<file path="config.mk">
export PLATFORM = sky130hd
export DESIGN_NAME = nvs_ctrl
export DESIGN_NICKNAME = d
export VERILOG_FILES = /design/src/inc/nvs_pkg.sv /design/src/hw/nvs_timer.sv /design/src/hw/nvs_ctrl.sv
export SDC_FILE = /design/constraint.sdc
export NUM_CORES = 1
export LEC_CHECK = 0
export BUFFER_PORTS_ARGS = -buffer_cell sky130_fd_sc_hd__buf_2
export CORE_ASPECT_RATIO = 0.5
export CORE_UTILIZATION = 40
export DETAILED_ROUTE_END_ITERATION = 7
export GPL_TIMING_DRIVEN = 0
export PLACE_DENSITY_LB_ADDON = 0.05
export SLEW_MARGIN = 0
export SYNTH_ARGS = -nofsm -noshare
export SYNTH_HDL_FRONTEND = slang
export SYNTH_SLANG_ARGS = --single-unit
</file>
<file path="constraint.sdc">
create_clock -name mclk -period 4.7 [get_ports mclk]
set_clock_uncertainty 0.2 [all_clocks]
set_input_delay 0.705 -clock mclk [delete_from_list [all_inputs] [get_ports mclk]]
set_output_delay 0.705 -clock mclk [all_outputs]
set_load 0.02 [all_outputs]
</file>
<file path="src/inc/nvs_pkg.sv">
// nvs_pkg: shared constants and types for the nvsram host controller
package nvs_pkg;

  // clock and counter width
  localparam int NVS_CLK_NS = 25;
  localparam int NVS_TW     = 19;

  // pin widths
  localparam int NVS_AW = 13;
  localparam int NVS_DW = 8;

  // times in their own units
  localparam int NVS_PWRUP_US   = 550;  // powerup_load_time
  localparam int NVS_STORE_MS   = 10;
  localparam int NVS_RECALL_US  = 20;
  localparam int NVS_DELAY_US   = 1;    // cycle_finish_window
  localparam int NVS_BUSY_NS    = 300;  // store request to busy low
  localparam int NVS_RECOVER_NS = 700;
  localparam int NVS_PULSE_NS   = 15;
  localparam int NVS_ACC_NS     = 55;   // slowest access/cycle figure

  // waits are least times, so every count rounds up
  localparam int NVS_PWRUP_CYC =
    (NVS_PWRUP_US * 1000 + NVS_CLK_NS - 1) / NVS_CLK_NS;
  localparam int NVS_STORE_CYC =
    (NVS_STORE_MS * 1000000 + NVS_CLK_NS - 1) / NVS_CLK_NS;
  localparam logic [NVS_TW-1:0] NVS_RECALL_CYC =
    NVS_TW'((NVS_RECALL_US * 1000 + NVS_CLK_NS - 1) / NVS_CLK_NS);
  localparam logic [NVS_TW-1:0] NVS_WATCH_CYC =
    NVS_TW'((NVS_DELAY_US * 1000 + NVS_BUSY_NS + NVS_CLK_NS - 1)
            / NVS_CLK_NS);
  localparam logic [NVS_TW-1:0] NVS_RECOVER_CYC =
    NVS_TW'((NVS_RECOVER_NS + NVS_CLK_NS - 1) / NVS_CLK_NS);
  localparam logic [NVS_TW-1:0] NVS_PULSE_CYC =
    NVS_TW'((NVS_PULSE_NS + NVS_CLK_NS - 1) / NVS_CLK_NS);
  localparam logic [NVS_TW-1:0] NVS_ACC_CYC =
    NVS_TW'((NVS_ACC_NS + NVS_CLK_NS - 1) / NVS_CLK_NS);

  // software sequence addresses
  localparam logic [NVS_AW-1:0] NVS_SEQ0        = 13'h0000;
  localparam logic [NVS_AW-1:0] NVS_SEQ1        = 13'h1555;
  localparam logic [NVS_AW-1:0] NVS_SEQ2        = 13'h0AAA;
  localparam logic [NVS_AW-1:0] NVS_SEQ3        = 13'h1FFF;
  localparam logic [NVS_AW-1:0] NVS_SEQ4        = 13'h10F0;
  localparam logic [NVS_AW-1:0] NVS_SEQ_STORE   = 13'h0F0F;
  localparam logic [NVS_AW-1:0] NVS_SEQ_RECALL  = 13'h0F0E;
  localparam logic [2:0]        NVS_SEQ_LAST    = 3'h5;

  typedef enum logic [2:0] {
    NVS_OP_READ,
    NVS_OP_WRITE,
    NVS_OP_SW_STORE,
    NVS_OP_SW_RECALL,
    NVS_OP_HW_STORE
  } nvs_op_t;

  typedef struct packed {
    nvs_op_t             op;
    logic [NVS_AW-1:0]   addr;
    logic [NVS_DW-1:0]   wdata;
  } nvs_cmd_t;

endpackage

</file>
<file path="src/hw/nvs_timer.sv">
// nvs_timer: down counter that times access phases and nonvolatile waits
`timescale 1ns/1ps
`default_nettype none
module nvs_timer
  import nvs_pkg::*;
(
  input  wire logic              mclk,
  input  wire logic              rst,
  input  wire logic              start,
  input  wire logic [NVS_TW-1:0] len,
  output logic                   done
);

  logic [NVS_TW-1:0] cnt;

  // load on start, then count down and park at zero
  always_ff @(posedge mclk or posedge rst) begin
    if (rst) begin
      cnt <= '0;
    end else if (start) begin
      cnt <= len;
    end else if (cnt != '0) begin
      cnt <= cnt - NVS_TW'(1);
    end
  end

  // done stays high once expired, so a caller may wait on other terms too
  assign done = (cnt <= NVS_TW'(1));

endmodule
`default_nettype wire

</file>
<file path="src/hw/nvs_ctrl.sv">
// nvs_ctrl: host controller driving an nvsram through its parallel pins
// Contract
// RULE1: reads are issued only with write enable and busy pin high.
// RULE2: a thirteen-bit address selects one of 8,192 bytes.
// RULE3: read data is sampled while select and output enable stay low.
// RULE4: writes are issued only with busy pin high.
// RULE5: address is held from before a write until select rises.
// RULE6: write data is held valid through the rising select edge.
// RULE7: output enable stays high for the whole write.
// RULE8: device turns off its drivers if output enable is low in a write.
// RULE9: after reset the host waits the power-up load time.
// RULE10: no write state is held during the power-up load.
// RULE11: busy pin low from a supply drop holds off new accesses.
// RULE12: accesses in progress at busy low are simply finished.
// RULE13: save sequence reads 0000,1555,0AAA,1FFF,10F0,0F0F.
// RULE14: load sequence reads 0000,1555,0AAA,1FFF,10F0,0F0E.
// RULE15: sequence accesses are reads with write enable high.
// RULE16: each sequence step is framed by select falling and rising.
// RULE17: nothing else is issued between the six sequence reads.
// RULE18: a save erases then programs the nonvolatile copy.
// RULE19: during a save no access is issued.
// RULE20: after a save the host waits ten milliseconds.
// RULE21: after a software load the host waits twenty microseconds.
// RULE22: host waits for the busy pin release before resuming.
// RULE23: a load clears then refills the SRAM.
// RULE24: pin requested saves may be skipped when nothing was written.
// RULE25: under low supply no saves or writes are started. The host only sees the busy pin, so it starts them again once busy is released.
`timescale 1ns/1ps
`default_nettype none
module nvs_ctrl
  import nvs_pkg::*;
#(
  parameter logic [NVS_TW-1:0] PWRUP_CYC = NVS_TW'(NVS_PWRUP_CYC),
  parameter logic [NVS_TW-1:0] STORE_CYC = NVS_TW'(NVS_STORE_CYC)
)
(
  input  wire logic              mclk,
  input  wire logic              rst,
  input  wire logic              cmd_valid,
  output logic                   cmd_ready,
  input  wire nvs_cmd_t          cmd,
  output logic                   resp_valid,
  output logic [NVS_DW-1:0]      resp_rdata,
  output logic                   resp_err,
  output logic [NVS_AW-1:0]      addr_in,
  input  wire logic [NVS_DW-1:0] data_io_in,
  output logic [NVS_DW-1:0]      data_io_out,
  output logic                   data_io_oe_n,
  output logic                   chip_select_n,
  output logic                   write_enable_n,
  output logic                   output_enable_n,
  input  wire logic              hw_nv_request_busy_n_in,
  output logic                   hw_nv_request_busy_n_out,
  output logic                   hw_nv_request_busy_n_oe_n
);

  typedef enum logic [3:0] {
    S_RST, S_PWRUP, S_IDLE, S_SETUP, S_ACT, S_END,
    S_NVWAIT, S_REQPULSE, S_REQWAIT, S_BUSYWAIT, S_RECOVER
  } nvs_state_t;

  nvs_state_t        state;
  nvs_state_t        next_state;
  nvs_cmd_t          cur;
  logic [2:0]        step;
  logic              tmr_start;
  logic [NVS_TW-1:0] tmr_len;
  logic              tmr_done;
  logic              finish;
  logic              abort;
  logic              seq_op;
  logic              pin_free;

  assign pin_free = hw_nv_request_busy_n_in;
  assign seq_op   = (cur.op == NVS_OP_SW_STORE) ||
                    (cur.op == NVS_OP_SW_RECALL);

  // open drain: the pin is only ever pulled low
  assign hw_nv_request_busy_n_out = 1'b0;

  // new work only while the busy pin is high; the supply itself is not seen, so low supply holds work off only while busy is low
  assign cmd_ready = (state == S_IDLE) && pin_free; // see RULE11 RULE25

  // address of a sequence step; last one picks save or load
  function automatic logic [NVS_AW-1:0] seq_addr(input logic [2:0] s,
                                                 input nvs_op_t    op);
    case (s)
      3'h0:    seq_addr = NVS_SEQ0;
      3'h1:    seq_addr = NVS_SEQ1;
      3'h2:    seq_addr = NVS_SEQ2;
      3'h3:    seq_addr = NVS_SEQ3;
      3'h4:    seq_addr = NVS_SEQ4;
      default: seq_addr = (op == NVS_OP_SW_STORE) ? NVS_SEQ_STORE
                                                  : NVS_SEQ_RECALL;
    endcase
  endfunction

  nvs_timer u_timer (
    .mclk  (mclk),
    .rst   (rst),
    .start (tmr_start),
    .len   (tmr_len),
    .done  (tmr_done)
  );

  // sequencing of accesses and nonvolatile waits
  always_comb begin
    next_state = state;
    tmr_start  = 1'b0;
    tmr_len    = NVS_ACC_CYC;
    finish     = 1'b0;
    abort      = 1'b0;
    case (state)
      S_RST: begin
        tmr_start  = 1'b1;
        tmr_len    = PWRUP_CYC; // see RULE9
        next_state = S_PWRUP;
      end
      S_PWRUP: begin
        if (tmr_done && pin_free) begin // see RULE9 RULE10
          next_state = S_IDLE;
        end
      end
      S_IDLE: begin
        if (cmd_valid && cmd_ready) begin
          if (cmd.op == NVS_OP_HW_STORE) begin
            tmr_start  = 1'b1;
            tmr_len    = NVS_PULSE_CYC;
            next_state = S_REQPULSE;
          end else begin
            next_state = S_SETUP;
          end
        end
      end
      S_SETUP: begin
        tmr_start  = 1'b1;
        next_state = S_ACT;
      end
      S_ACT: begin
        if (tmr_done) begin
          next_state = S_END;
        end
      end
      S_END: begin
        if (seq_op && step != NVS_SEQ_LAST) begin
          // a busy device would break the run, so give up cleanly
          if (!pin_free) begin
            abort      = 1'b1;
            next_state = S_BUSYWAIT;
          end else begin
            next_state = S_SETUP; // see RULE17
          end
        end else if (seq_op) begin
          tmr_start  = 1'b1;
          tmr_len    = (cur.op == NVS_OP_SW_STORE)
                       ? STORE_CYC       // see RULE20
                       : NVS_RECALL_CYC; // see RULE21
          next_state = S_NVWAIT;
        end else begin
          finish     = 1'b1;
          next_state = S_IDLE;
        end
      end
      S_NVWAIT: begin
        if (tmr_done && pin_free) begin // see RULE19 RULE22
          tmr_start  = 1'b1;
          tmr_len    = NVS_RECOVER_CYC;
          next_state = S_RECOVER;
        end
      end
      S_REQPULSE: begin
        if (tmr_done) begin
          tmr_start  = 1'b1;
          tmr_len    = NVS_WATCH_CYC; // see RULE12 RULE24
          next_state = S_REQWAIT;
        end
      end
      S_REQWAIT: begin
        if (tmr_done) begin
          next_state = S_BUSYWAIT;
        end
      end
      S_BUSYWAIT: begin
        if (pin_free) begin // see RULE22
          tmr_start  = 1'b1;
          tmr_len    = NVS_RECOVER_CYC;
          next_state = S_RECOVER;
        end
      end
      S_RECOVER: begin
        if (tmr_done) begin
          finish     = 1'b1;
          next_state = S_IDLE;
        end
      end
      default: next_state = S_RST;
    endcase
  end

  always_ff @(posedge mclk or posedge rst) begin
    if (rst) begin
      state <= S_RST;
    end else begin
      state <= next_state;
    end
  end

  // command capture and sequence step
  always_ff @(posedge mclk or posedge rst) begin
    if (rst) begin
      cur  <= '{op: NVS_OP_READ, addr: '0, wdata: '0};
      step <= 3'h0;
    end else if (state == S_IDLE && next_state != S_IDLE) begin
      cur  <= cmd;
      step <= 3'h0;
    end else if (state == S_END && next_state == S_SETUP) begin
      step <= step + 3'h1;
    end
  end

  // address only moves with select high, so it is stable across a cycle
  always_ff @(posedge mclk or posedge rst) begin
    if (rst) begin
      addr_in <= '0;
    end else if (state == S_IDLE && next_state == S_SETUP) begin
      addr_in <= (cmd.op == NVS_OP_SW_STORE || cmd.op == NVS_OP_SW_RECALL)
                 ? NVS_SEQ0 : cmd.addr; // see RULE2 RULE13 RULE14
    end else if (state == S_END && next_state == S_SETUP) begin // see RULE5
      addr_in <= seq_addr(step + 3'h1, cur.op); // see RULE13 RULE14
    end
  end

  // pins follow the next state so they never glitch; select frames a step
  always_ff @(posedge mclk or posedge rst) begin
    if (rst) begin
      chip_select_n             <= 1'b1;
      write_enable_n            <= 1'b1;
      output_enable_n           <= 1'b1;
      data_io_oe_n              <= 1'b1;
      data_io_out               <= '0;
      hw_nv_request_busy_n_oe_n <= 1'b1;
    end else begin
      chip_select_n   <= !(next_state == S_ACT); // see RULE16 RULE19
      write_enable_n  <= !(next_state == S_ACT &&
                           cur.op == NVS_OP_WRITE); // see RULE15 RULE4
      output_enable_n <= !(next_state == S_ACT &&
                           cur.op != NVS_OP_WRITE); // see RULE7 RULE1
      // data held one cycle past select rising for hold time
      data_io_oe_n    <= !((next_state == S_ACT || next_state == S_END) &&
                           cur.op == NVS_OP_WRITE); // see RULE6
      data_io_out     <= cur.wdata;
      hw_nv_request_busy_n_oe_n <= !(next_state == S_REQPULSE);
    end
  end

  // read data is taken on the last cycle with select low
  always_ff @(posedge mclk or posedge rst) begin
    if (rst) begin
      resp_rdata <= '0;
    end else if (state == S_ACT && tmr_done && cur.op == NVS_OP_READ) begin
      resp_rdata <= data_io_in; // see RULE3
    end
  end

  // answer pulse; error marks a sequence broken by the busy pin
  always_ff @(posedge mclk or posedge rst) begin
    if (rst) begin
      resp_valid <= 1'b0;
      resp_err   <= 1'b0;
    end else begin
      resp_valid <= finish;
      if (state == S_IDLE && next_state != S_IDLE) begin
        resp_err <= 1'b0;
      end else if (abort) begin
        resp_err <= 1'b1;
      end
    end
  end

  chk_oe_write: assert property ( // see RULE7
    @(posedge mclk) disable iff (rst)
    !write_enable_n |-> output_enable_n && !data_io_oe_n)
    else $error("output enable low during write");

  chk_addr_stable: assert property ( // see RULE5
    @(posedge mclk) disable iff (rst)
    $rose(chip_select_n) || !chip_select_n |-> $stable(addr_in))
    else $error("address moved while selected");

  chk_seq_read: assert property ( // see RULE15
    @(posedge mclk) disable iff (rst)
    seq_op && !chip_select_n |-> write_enable_n)
    else $error("write inside sequence");

  chk_pwrup_quiet: assert property ( // see RULE10
    @(posedge mclk) disable iff (rst)
    state == S_PWRUP |-> chip_select_n && write_enable_n)
    else $error("access during power-up load");

  chk_seq_last: assert property ( // see RULE13
    @(posedge mclk) disable iff (rst)
    state == S_NVWAIT && $past(state) == S_END |->
      addr_in == ((cur.op == NVS_OP_SW_STORE) ? NVS_SEQ_STORE
                                              : NVS_SEQ_RECALL))
    else $error("wrong last sequence address");

  chk_cs_pulse: assert property ( // see RULE16
    @(posedge mclk) disable iff (rst)
    $fell(chip_select_n) |-> (!chip_select_n) [*3] ##1 chip_select_n)
    else $error("select pulse length wrong");

  chk_nv_quiet: assert property ( // see RULE19
    @(posedge mclk) disable iff (rst)
    state == S_NVWAIT || state == S_BUSYWAIT |-> chip_select_n)
    else $error("access during nonvolatile cycle");

  chk_req_pulse: assert property ( // see RULE24
    @(posedge mclk) disable iff (rst)
    $fell(hw_nv_request_busy_n_oe_n) |=> hw_nv_request_busy_n_oe_n)
    else $error("store request pulse not one cycle");

  cov_sw_store: cover property (
    @(posedge mclk) disable iff (rst)
    resp_valid && cur.op == NVS_OP_SW_STORE);
  cov_sw_recall: cover property (
    @(posedge mclk) disable iff (rst)
    resp_valid && cur.op == NVS_OP_SW_RECALL);
  cov_write: cover property (
    @(posedge mclk) disable iff (rst)
    resp_valid && cur.op == NVS_OP_WRITE);
  cov_hw_store: cover property (
    @(posedge mclk) disable iff (rst)
    resp_valid && cur.op == NVS_OP_HW_STORE);

endmodule
`default_nettype wire

</file>
Yosys cells after proc, flatten, opt, wreduce, memory -nomap -nowiden:

Cells that the tools add are included.

* bits in registers: 73
* logic and storage cells: 121
* output and inout port bits: 38

* $add $sub $neg: 2
* $lt $le $gt $ge: 1
* mux-type cells: 47
* equality and inequality tests: 27
* reductions and logical operators: 29

Operator list (count)
* $pmux 19 s6: 1
* $mux 19: 5
* $pmux 13 s5: 1
* $pmux 4 s11: 1
* $mux 4: 10
* $mux 13: 3
* $eq 4x3->1 const B: 7
* $le 19x1->1 const B: 1
* $reduce_bool 19->1: 1
* $sub 19x1->19 const B: 1
* $eq 3x2->1 const B: 6
* $mux 1: 15
* $eq 4x2->1 const B: 3
* $eq 4x4->1 const B: 3
* $logic_and 1x1->1: 12
* $mux 3: 4
* $mux 5: 2
* $reduce_bool 2->1: 4
* $eq 3x1->1 const B: 2
* $eq 3x3->1 const B: 2
* $logic_not 3->1: 2
* $mux 6: 1
* $pmux 1 s6: 1
* $logic_not 1->1: 5
* other kinds (10): 13

Depth between registers and ports, before layout:

Gate-level depths: netlist of the first run.

* depth after elaboration: 9
* mapped depth: 12
* gate-level depth less buffers: 9

Cells and area by module:

From an unflattened synthesis of the first run, not the netlist that was laid out.

* cell total of the unflattened synthesis: 382
* area, all modules: 3875.0 µm²

By module, submodules not included
* nvs_ctrl: times used 1, cells an instance 247, area each 2635.0 µm², sequential area each 1357.6 µm²
* nvs_timer: times used 1, cells an instance 135, area each 1239.9 µm², sequential area each 475.5 µm²

Worst setup path before layout of the first run:

Ideal clock, no wire load.

* kind: register -> register
* from: register u_timer.cnt[11]
* to: register resp_rdata[0]
* data arrival time: 2156 ps
* period minus slack after synthesis: 2481 ps
* path slack: 2219 ps
* library setup time: 125 ps
* cell stages (with the launch flop): 7
* required time: 4375 ps
* buffers on the path: 1
* path through: dfrtp_1 or4_4 nor2_4 nand2_2 or4_4 buf_6 mux2_4

* cells in the longest elaborated chain, start to end: 3

Ends and longest elaborated chain
* from (decl): line nvs_timer.sv:14 `logic [NVS_TW-1:0] cnt;`
* from (signal assigned): line nvs_timer.sv:21 `cnt <= len;`
* from (signal assigned): line nvs_timer.sv:23 `cnt <= cnt - NVS_TW'(1);`
* $le 19x1->1: line nvs_timer.sv:28 `assign done = (cnt <= NVS_TW'(1));`
* $logic_and 1x1->1 (2 in a row): line nvs_ctrl.sv:260 `end else if (state == S_ACT && tmr_done && cur.op == NVS_OP_READ) begin`
* to (signal assigned): line nvs_ctrl.sv:261 `resp_rdata <= data_io_in;`
* to (decl): line nvs_ctrl.sv:43 `output logic [NVS_DW-1:0] resp_rdata,`

No other way between the ends.
A chain may end at the register's enable or synchronous reset.

Final worst setup path of the first run:

* from: register state[2]
* to: register addr_in[6]

* cells in the longest elaborated chain, start to end: 8
* elaborated cells on any way between the ends: 27
* classes of those cells: eq/ne (11); mux (10); reduce/logical (6)

Ends and longest elaborated chain
* from (decl): line nvs_ctrl.sv:62 `nvs_state_t state;`
* from (signal assigned): line nvs_ctrl.sv:204 `state <= next_state;`
* $eq 4x2->1: line nvs_ctrl.sv:82, nvs_ctrl.sv:113, nvs_ctrl.sv:225
* $logic_and 1x1->1: line nvs_ctrl.sv:82 `assign cmd_ready = (state == S_IDLE) && pin_free;`
* $logic_and 1x1->1: line nvs_ctrl.sv:125 `if (cmd_valid && cmd_ready) begin`
* $mux 4: line nvs_ctrl.sv:125
* $pmux 4 s11: line nvs_ctrl.sv:113 `case (state)`
* $eq 4x2->1: line nvs_ctrl.sv:225, nvs_ctrl.sv:228
* $logic_and 1x1->1, on equally long branches: line nvs_ctrl.sv:225, nvs_ctrl.sv:228
* $mux 13 or $reduce_bool 2->1 (tied branches)
* to (signal assigned): line nvs_ctrl.sv:226 `addr_in <= (cmd.op == NVS_OP_SW_STORE || cmd.op == NVS_OP_SW_RECALL)`
* to (signal assigned): line nvs_ctrl.sv:229 `addr_in <= seq_addr(step + 3'h1, cur.op);`
* to (decl): line nvs_ctrl.sv:45 `output logic [NVS_AW-1:0] addr_in,`

Several ways; a longest one is shown, not always the timed one.

==> results of run 1 <==
-- cells in the final DEF, fill, tap and decap left out, drive strengths merged, types with 5 or more instances in the layout --
cell    netlist  routed
dfstp         5       5
o21ai        14      14
dfrtp        68      68
inv          15      16
nand3        14      14
nor4          8       8
a22oi         5       5
xnor2        11      11
nor2         25      25
and2          5       5
buf          11      84
nor2b         5       5
nor3          9       9
xor2          6       6
or4           5       5
a31oi         9       9
o31ai         7       7
nand2        58      58
clkbuf        9      19
a21oi        36      36
mux2          9       9
ha            8       8
-- cells in the mapped netlist (4+ instances only) --
library cell	n	area share, %
buf_6	4	1.2
o31ai_1	7	1.4
a31oi_1	8	1.3
buf_2	4	0.52
xor2_1	6	1.4
a21oi_1	36	4.6
a22oi_1	5	0.97
o21ai_0	10	1.3
xnor2_1	11	2.5
or3_1	4	0.64
nand2b_1	4	0.64
dfrtp_1	68	44
dfstp_2	5	3.4
nor4_1	7	1.1
ha_1	8	2.6
mux2i_1	4	1.0
nor3_1	8	1.0
a211oi_1	4	0.77
nor2_1	22	2.1
and2_1	5	0.81
clkbuf_1	8	0.77
mux2_4	9	3.5
inv_1	15	1.5
nor2b_1	5	0.81
nand3_1	14	1.8
nand2_1	56	5.4
-- kinds of logic (layout without fill, tap and decap cells) --
kind of cell,Yosys count,count (layout),share of synthesized area [%]
other,1,1,0.0966
XOR/XNOR,17,17,3.84
AND/OR/NAND/NOR,153,153,20.7
adder cells (fa/ha/maj),8,8,2.58
AO/OA/AOI/OAI,98,98,16.4
flip-flops,73,73,47.2
buffers and inverters,35,124,4.61
multiplexers,13,13,4.51
-- sequential cells by signal (all words and copies together) (netlist names), 3 cells and up --
name and flops:
data_io_out 8, u_timer.cnt 19, cur 11, step 3
resp_rdata 8, addr_in 13, state 4
-- critical path, stage by stage (launching register included) --
cell      delay (ns)
dfrtp_1         0.46
nor2_1          0.34
and3_1          0.23
and2_1          0.14
clkbuf_1        0.28
nand2_1         0.22
a21oi_1         0.37
buf_2           0.30
nand2_1         0.08
a41oi_1         0.22
-- final timing paths --
| path | endpoint | slack, ns |
|---|---|---|
| max | addr_in[6]$_DFFE_PP0P_ | 1.77 |
| min | resp_rdata[1]$_DFFE_PP0P_ | 0.14 |
| max reg2reg | addr_in[6]$_DFFE_PP0P_ | 1.77 |
| min reg2reg | data_io_out[5]$_DFF_PP0_ | 0.17 |
| max in group asynchronous | write_enable_n$_DFF_PP1_ | 3.56 |
| min in group mclk | data_io_out[5]$_DFF_PP0_ | 0.17 |
-- metrics by stage --
step	instance area, sq um	power, mW	hold WS (ns)	utilization (%)	setup slack (ns)
6_report	4790	1.49	0.145	52.8	1.77
5_1_grt	4790	1.54	0.175	52.8	1.46
4_1_cts	4790	1.50	0.152	52.8	1.75
3_5_place_dp	4430	0.694	0.164	48.9	1.74
3_3_place_gp	4400	0.690	0.156	48.6	0.937
2_1_floorplan	3880	0.667	0.154	-	1.95
-- layer usage --
layer	GRT usage, %	share of wire (%)
met5	0	0
met4	5.80	1.1
met3	6.82	5.6
met2	30.1	44
met1	26.8	50
-- final cells by class --
class                           count  area share (%)
Inverter                           15            1.23
Buffer                             20            2.56
Sequential cell                    73            38.3
Multi-Input combinational cell    290            39.0
Tap cell                          130            3.40
Clock buffer                       10            4.99
Clock inverter                      6            2.38
Timing Repair Buffer               73            8.10
-- power groups by stage --
stage	registers, mW	clock network [mW]	logic, mW
global route	0.634	0.853	0.0532
CTS	0.634	0.821	0.0490
detailed placement	0.645	0	0.0489
global placement	0.645	0	0.0453
finish	0.634	0.805	0.0476
floorplan	0.650	0	0.0175
==> results by group, run 1 <==
Placement
  – Port-buffer cells: 72
  – Hpwl dp: 6930 um
  – Routability congestion estimate: 0.868
  – Cells after DPL: 601

Yosys
  – Syn Inst Count: 398
  – Seq/Total Area, Yosys: 47.2%
  – Avg Cell Area, Syn: 9.75 sq um
  – Synth unique cells: 64
  – EDFF count, synth: 0
  – Top_reg_cell synth: dfrtp_1
  – Syn Nets: 442
  – Synth Register Bits: 73
  – Yosys warns: 0
  – Syn Std Cell Area: 3880 sq um
  – Post-synth ARST share: 100%

Setup path
  – CP arrival: 2.97 ns
  – Startpoint Class: flip-flop
  – Crit path capture type: flip-flop
  – Critical Path RT: 4.75 ns
  – CP startpoint: state[2]$_DFF_PP0_
  – Crit Reg-Reg Startpoint: state[2]$_DFF_PP0_
  – Setup Crit Path Kind: reg -> reg
  – Max FO, Critical Path: 10
  – Worst reg2reg path depth: 9

Clock network
  – Post-CTS Hold Buffers: 0
  – Worst skew pair latency: 0.34 ns
  – CTS Buf Count: 9
  – Post-CTS setup buffers: 0
  – CTS root buf: clkbuf_16
  – Clk buf depth: 2
  – # H-tree levels: 3
  – Worst-path clk slew: 0.06 ns
  – Total clock sinks: 73
  – CTS tree: done
  – Post-cts resize count: 0

Power
  – Net Sw Frac: 20.1%
  – Maximum vdd ir drop: 178 uV
  – Cell Int Power: 1.19 mW
  – Sw Pwr: 0.299 mW
  – Gate power share: 3.2%
  – Reg power frac: 42.6%
  – PD cells: 311 nW/um^2
  – Clk network pwr share: 54.2%
  – Leakage power: 2.30 nW

Timing
  – Setup tns final: 0 ns
  – FMAX: 342 MHz
  – Final period util: 62.3%
  – Tmin final: 2.93 ns
  – Max-slew headroom: 47.4%
  – Worst-margin pin slew: 0.783 ns
  – Final Hold Viols: 0
  – Finish-stage setup viols: 0
  – RSZ-0062 raised after global routing: false
  – Max-slew violations: 0

Cells and area
  – Area growth from synthesis to layout: 23.3%
  – Fill cells: 870
  – Multi-input gate area: 1870 sq um
  – Final Non-Filler Cells: 617
  – Share of cells above drive strength 1: 26.9%
  – Antenna Cells: 0
  – Nets: 526
  – Reg area: 1830 sq um

Floorplan
  – I/O Pins: 74
  – Die area: 10100 sq um
  – Die Ht: 71.7 um
  – DIE WIDTH: 141 um
  – Core Region: 9070 sq um
  – Initial core utilization: 42.8%
  – Row cnt: 24

Drt
  – Vias: 3234
  – WL final: 9350 um
  – Via/cell ratio: 5.24
  – DRC violations left: 0
  – Post-route ant nets: 0
  – DR pass1 iterations: 4
  – DR WL/cell: 15.1 um
  – DRT iter0 DRCs: 143

Worst hold path
  – Worst Hold Class: in -> async

Run status
  – Status: completed

Global route
  – Initial antenna violation count: 0
  – Largest net degree at the start of global routing: 49
  – Via count of the first global-routing pass: 3094
  – All-Layer GR Usage: 19.8%
  – Grt total ovfl: 0
  – First-pass GRT wire length: 15500 um

Job
  – Max-cap violation count: 0
(Power assumes the default switching activity.)
==> run 2, diff against run 1 <==
- clock period: 4.7 -> 2.8 ns (I/O delays scaled with it)
==> results by group, run 2 (synthesized netlist as in run 1, its figures left out) <==
Clock network
  – Worst-path clk slew: 0.06 ns (about the same)
  – Clk buf depth: 2 (unchanged)
  – # H-tree levels: 3 (unchanged)
  – CTS root buf: clkbuf_16
  – CTS tree: done
  – Worst skew pair latency: 0.33 ns (about the same)
  – Total clock sinks: 73 (unchanged)
  – CTS Buf Count: 9 (unchanged)

Floorplan
  – Die area: 10100 sq um (unchanged)
  – I/O Pins: 74 (unchanged)
  – Die Ht: 71.7 um (unchanged)
  – Core Region: 9070 sq um (unchanged)
  – DIE WIDTH: 141 um (unchanged)
  – Row cnt: 24 (unchanged)
  – Initial core utilization: 42.8% (unchanged)

Power
  – PD cells: 513 nW/um^2 (+65%)
  – Leakage power: 2.33 nW (+1.3%)
  – Clk network pwr share: 54.2% (about the same)
  – Net Sw Frac: 20.2% (+0.078 points)
  – Gate power share: 3.2% (about the same)
  – Cell Int Power: 1.99 mW (+68%)
  – Sw Pwr: 0.505 mW (+69%)
  – Maximum vdd ir drop: 300 uV (+69%)
  – Reg power frac: 42.6% (about the same)

Drt
  – DR pass1 iterations: 5 (+1)
  – WL final: 9440 um (+1.0%)
  – WL met3: 524 um (unchanged)
  – DR WL/cell: 15.2 um (+0.52%)
  – WL met1: 4670 um (+0.84%)
  – Via/cell ratio: 5.28 (+0.81%)
  – WL met2: 4110 um (+0.78%)
  – DRC violations left: 0 (unchanged)
  – Post-route ant nets: 0 (unchanged)
  – Max layer used: met4
  – DRT iter0 DRCs: 110 (-23%)
  – Vias: 3276 (+1.3%)

Placement
  – Hpwl dp: 6930 um (unchanged)
  – Port-buffer cells: 72 (unchanged)
  – Cells after DPL: 601 (unchanged)
  – Routability congestion estimate: 0.868 (unchanged)
  – Area post-placement: 4430 sq um (unchanged)

Setup path
  – CP max stage cell: or4_4
  – Critical path depth: 7 (-2)
  – CP delay by family, top: simple AND/OR/NAND/NOR gates
  – Crit path capture type: flip-flop
  – Crit Reg-Reg Startpoint: u_timer.cnt[11]$_DFFE_PP0P_
  – Critical Path, Cell by Cell: or4_4 -> nor2_4 -> nand2_2 -> mux2_4 -> or3_1 -> nor2_2 -> a211oi_1
  – Worst reg2reg path depth: 7 (-2)
  – Bufs and invs on worst path: 0 (-2)
  – CP arrival: 2.69 ns (-0.28 ns)
  – Startpoint Class: flip-flop
  – CP startpoint: u_timer.cnt[11]$_DFFE_PP0P_
  – Setup Crit Path Kind: reg -> reg
  – Critical Path RT: 2.81 ns (-1.94 ns)
  – Max FO, Critical Path: 5 (-5)
  – CP max stage delay: 0.59 ns (+0.13 ns)

Cells and area
  – Final instance area: 4870 sq um (+1.8%)
  – Nets: 529 (+0.57%)
  – Commonest non-fill, non-tap cell in the layout: buf_2
  – Area growth from synthesis to layout: 25.5%
  – Biggest regs: u_timer.cnt: 19 flops, addr_in: 13 flops, cur: 11 flops
  – Largest Register: u_timer.cnt
  – Most frequent cells in the layout: buf_2 (75), dfrtp_1 (68), nand2_1 (56), a21oi_1 (35), nor2_1 (21)
  – Antenna Cells: 0 (unchanged)
  – Final Non-Filler Cells: 620 (+0.49%)
  – Share of cells above drive strength 1: 29.0% (+2.1 points)
  – Max reg flops: 19 (unchanged)

Timing
  – Max-slew headroom: 49.2% (+1.8 points)
  – Tmin final: 2.68 ns (-0.246 ns)
  – Finish-stage setup viols: 0 (unchanged)
  – FMAX: 373 MHz (+9.2%)
  – Final period util: 95.7% (+33 points)
  – Setup tns final: 0 ns (unchanged)
  – Worst-margin pin slew: 0.753 ns (-0.0305 ns)
  – Max-slew violations: 0 (unchanged)
  – Final Hold Viols: 0 (unchanged)

Global route
  – Grt total ovfl: 0 (unchanged)
  – Largest net degree at the start of global routing: 49 (unchanged)
  – All-Layer GR Usage: 19.8% (+0.030 points)
  – Via count of the first global-routing pass: 3111 (+0.55%)
  – Initial antenna violation count: 0 (unchanged)
  – First-pass GRT wire length: 15500 um (+0.13%)

Worst hold path
  – Hold Path Origin: cmd[6]
  – Worst Hold Class: in -> reg
  – Hold Path Depth: 3

Job
  – Max-cap violation count: 0 (unchanged)

Run status
  – Status: completed
[run 2: final timing paths]
path	end	slack (ns)
worst max register to register	addr_in[7]$_DFFE_PP0P_	0.12
worst min register to register	data_io_out[5]$_DFF_PP0_	0.17
worst max-delay path	addr_in[7]$_DFFE_PP0P_	0.12
max in group asynchronous	write_enable_n$_DFF_PP1_	1.38
worst min-delay path	cur[6]$_DFFE_PP0P_	0.07
min in group asynchronous	resp_rdata[1]$_DFFE_PP0P_	0.42
[run 2: area by class of cell]
class	count	area [sq um]
clock inverters	6	114
clock buffers	10	239
inverters	15	58.8
fillers	860	4200
well taps	130	163
plain buffers	19	125
multi-input cells	290	1920
repair buffers	77	420
flip-flops and latches	73	1830
[run 2: what timing repair did]
action | in CTS | in global routing
hold buffers | 1 | 0
gates resized for setup | 2 | 11
buffers inserted | 0 | 3
pin swaps | 0 | 2
setup endpoints to repair | 10 | 16
endpoints found under the hold margin | 24 | 0
[run 2: per-stage QoR]
stage / util [%] / hold slack, ns / power, mW / setup slack, ns
floorplan: - / 0.154 / 1.12 / 0.319
global placement: 48.6 / 0.156 / 1.16 / -0.678
detailed placement: 48.9 / 0.164 / 1.16 / -0.143
CTS: 53.0 / 0.0614 / 2.53 / 0.0715
global route: 53.7 / 0.0634 / 2.59 / -0.0111
finish: 53.7 / 0.0702 / 2.50 / 0.120
[run 2: tightest hold or removal path, stage by stage]
cell and delay [ns]:
buf_2 0.07, nand2_1 0.04, nand2_1 0.04
[run 2: power by group through the flow]
stage          combinational (mW)  sequential, mW  clock (mW)
4_1_cts                    0.0836            1.06        1.38
6_report                   0.0810            1.06        1.35
3_5_place_dp               0.0821            1.08           0
3_3_place_gp               0.0760            1.08           0
5_1_grt                    0.0906            1.06        1.43
2_1_floorplan              0.0293            1.09           0
[run 2: layer usage]
metal / vias to the layer above / global-route usage, %
li1: 1599 / -
met1: 1584 / 26.8
met2: 77 / 30.3
met3: 16 / 6.82
met4: 0 / 5.80
met5: - / 0
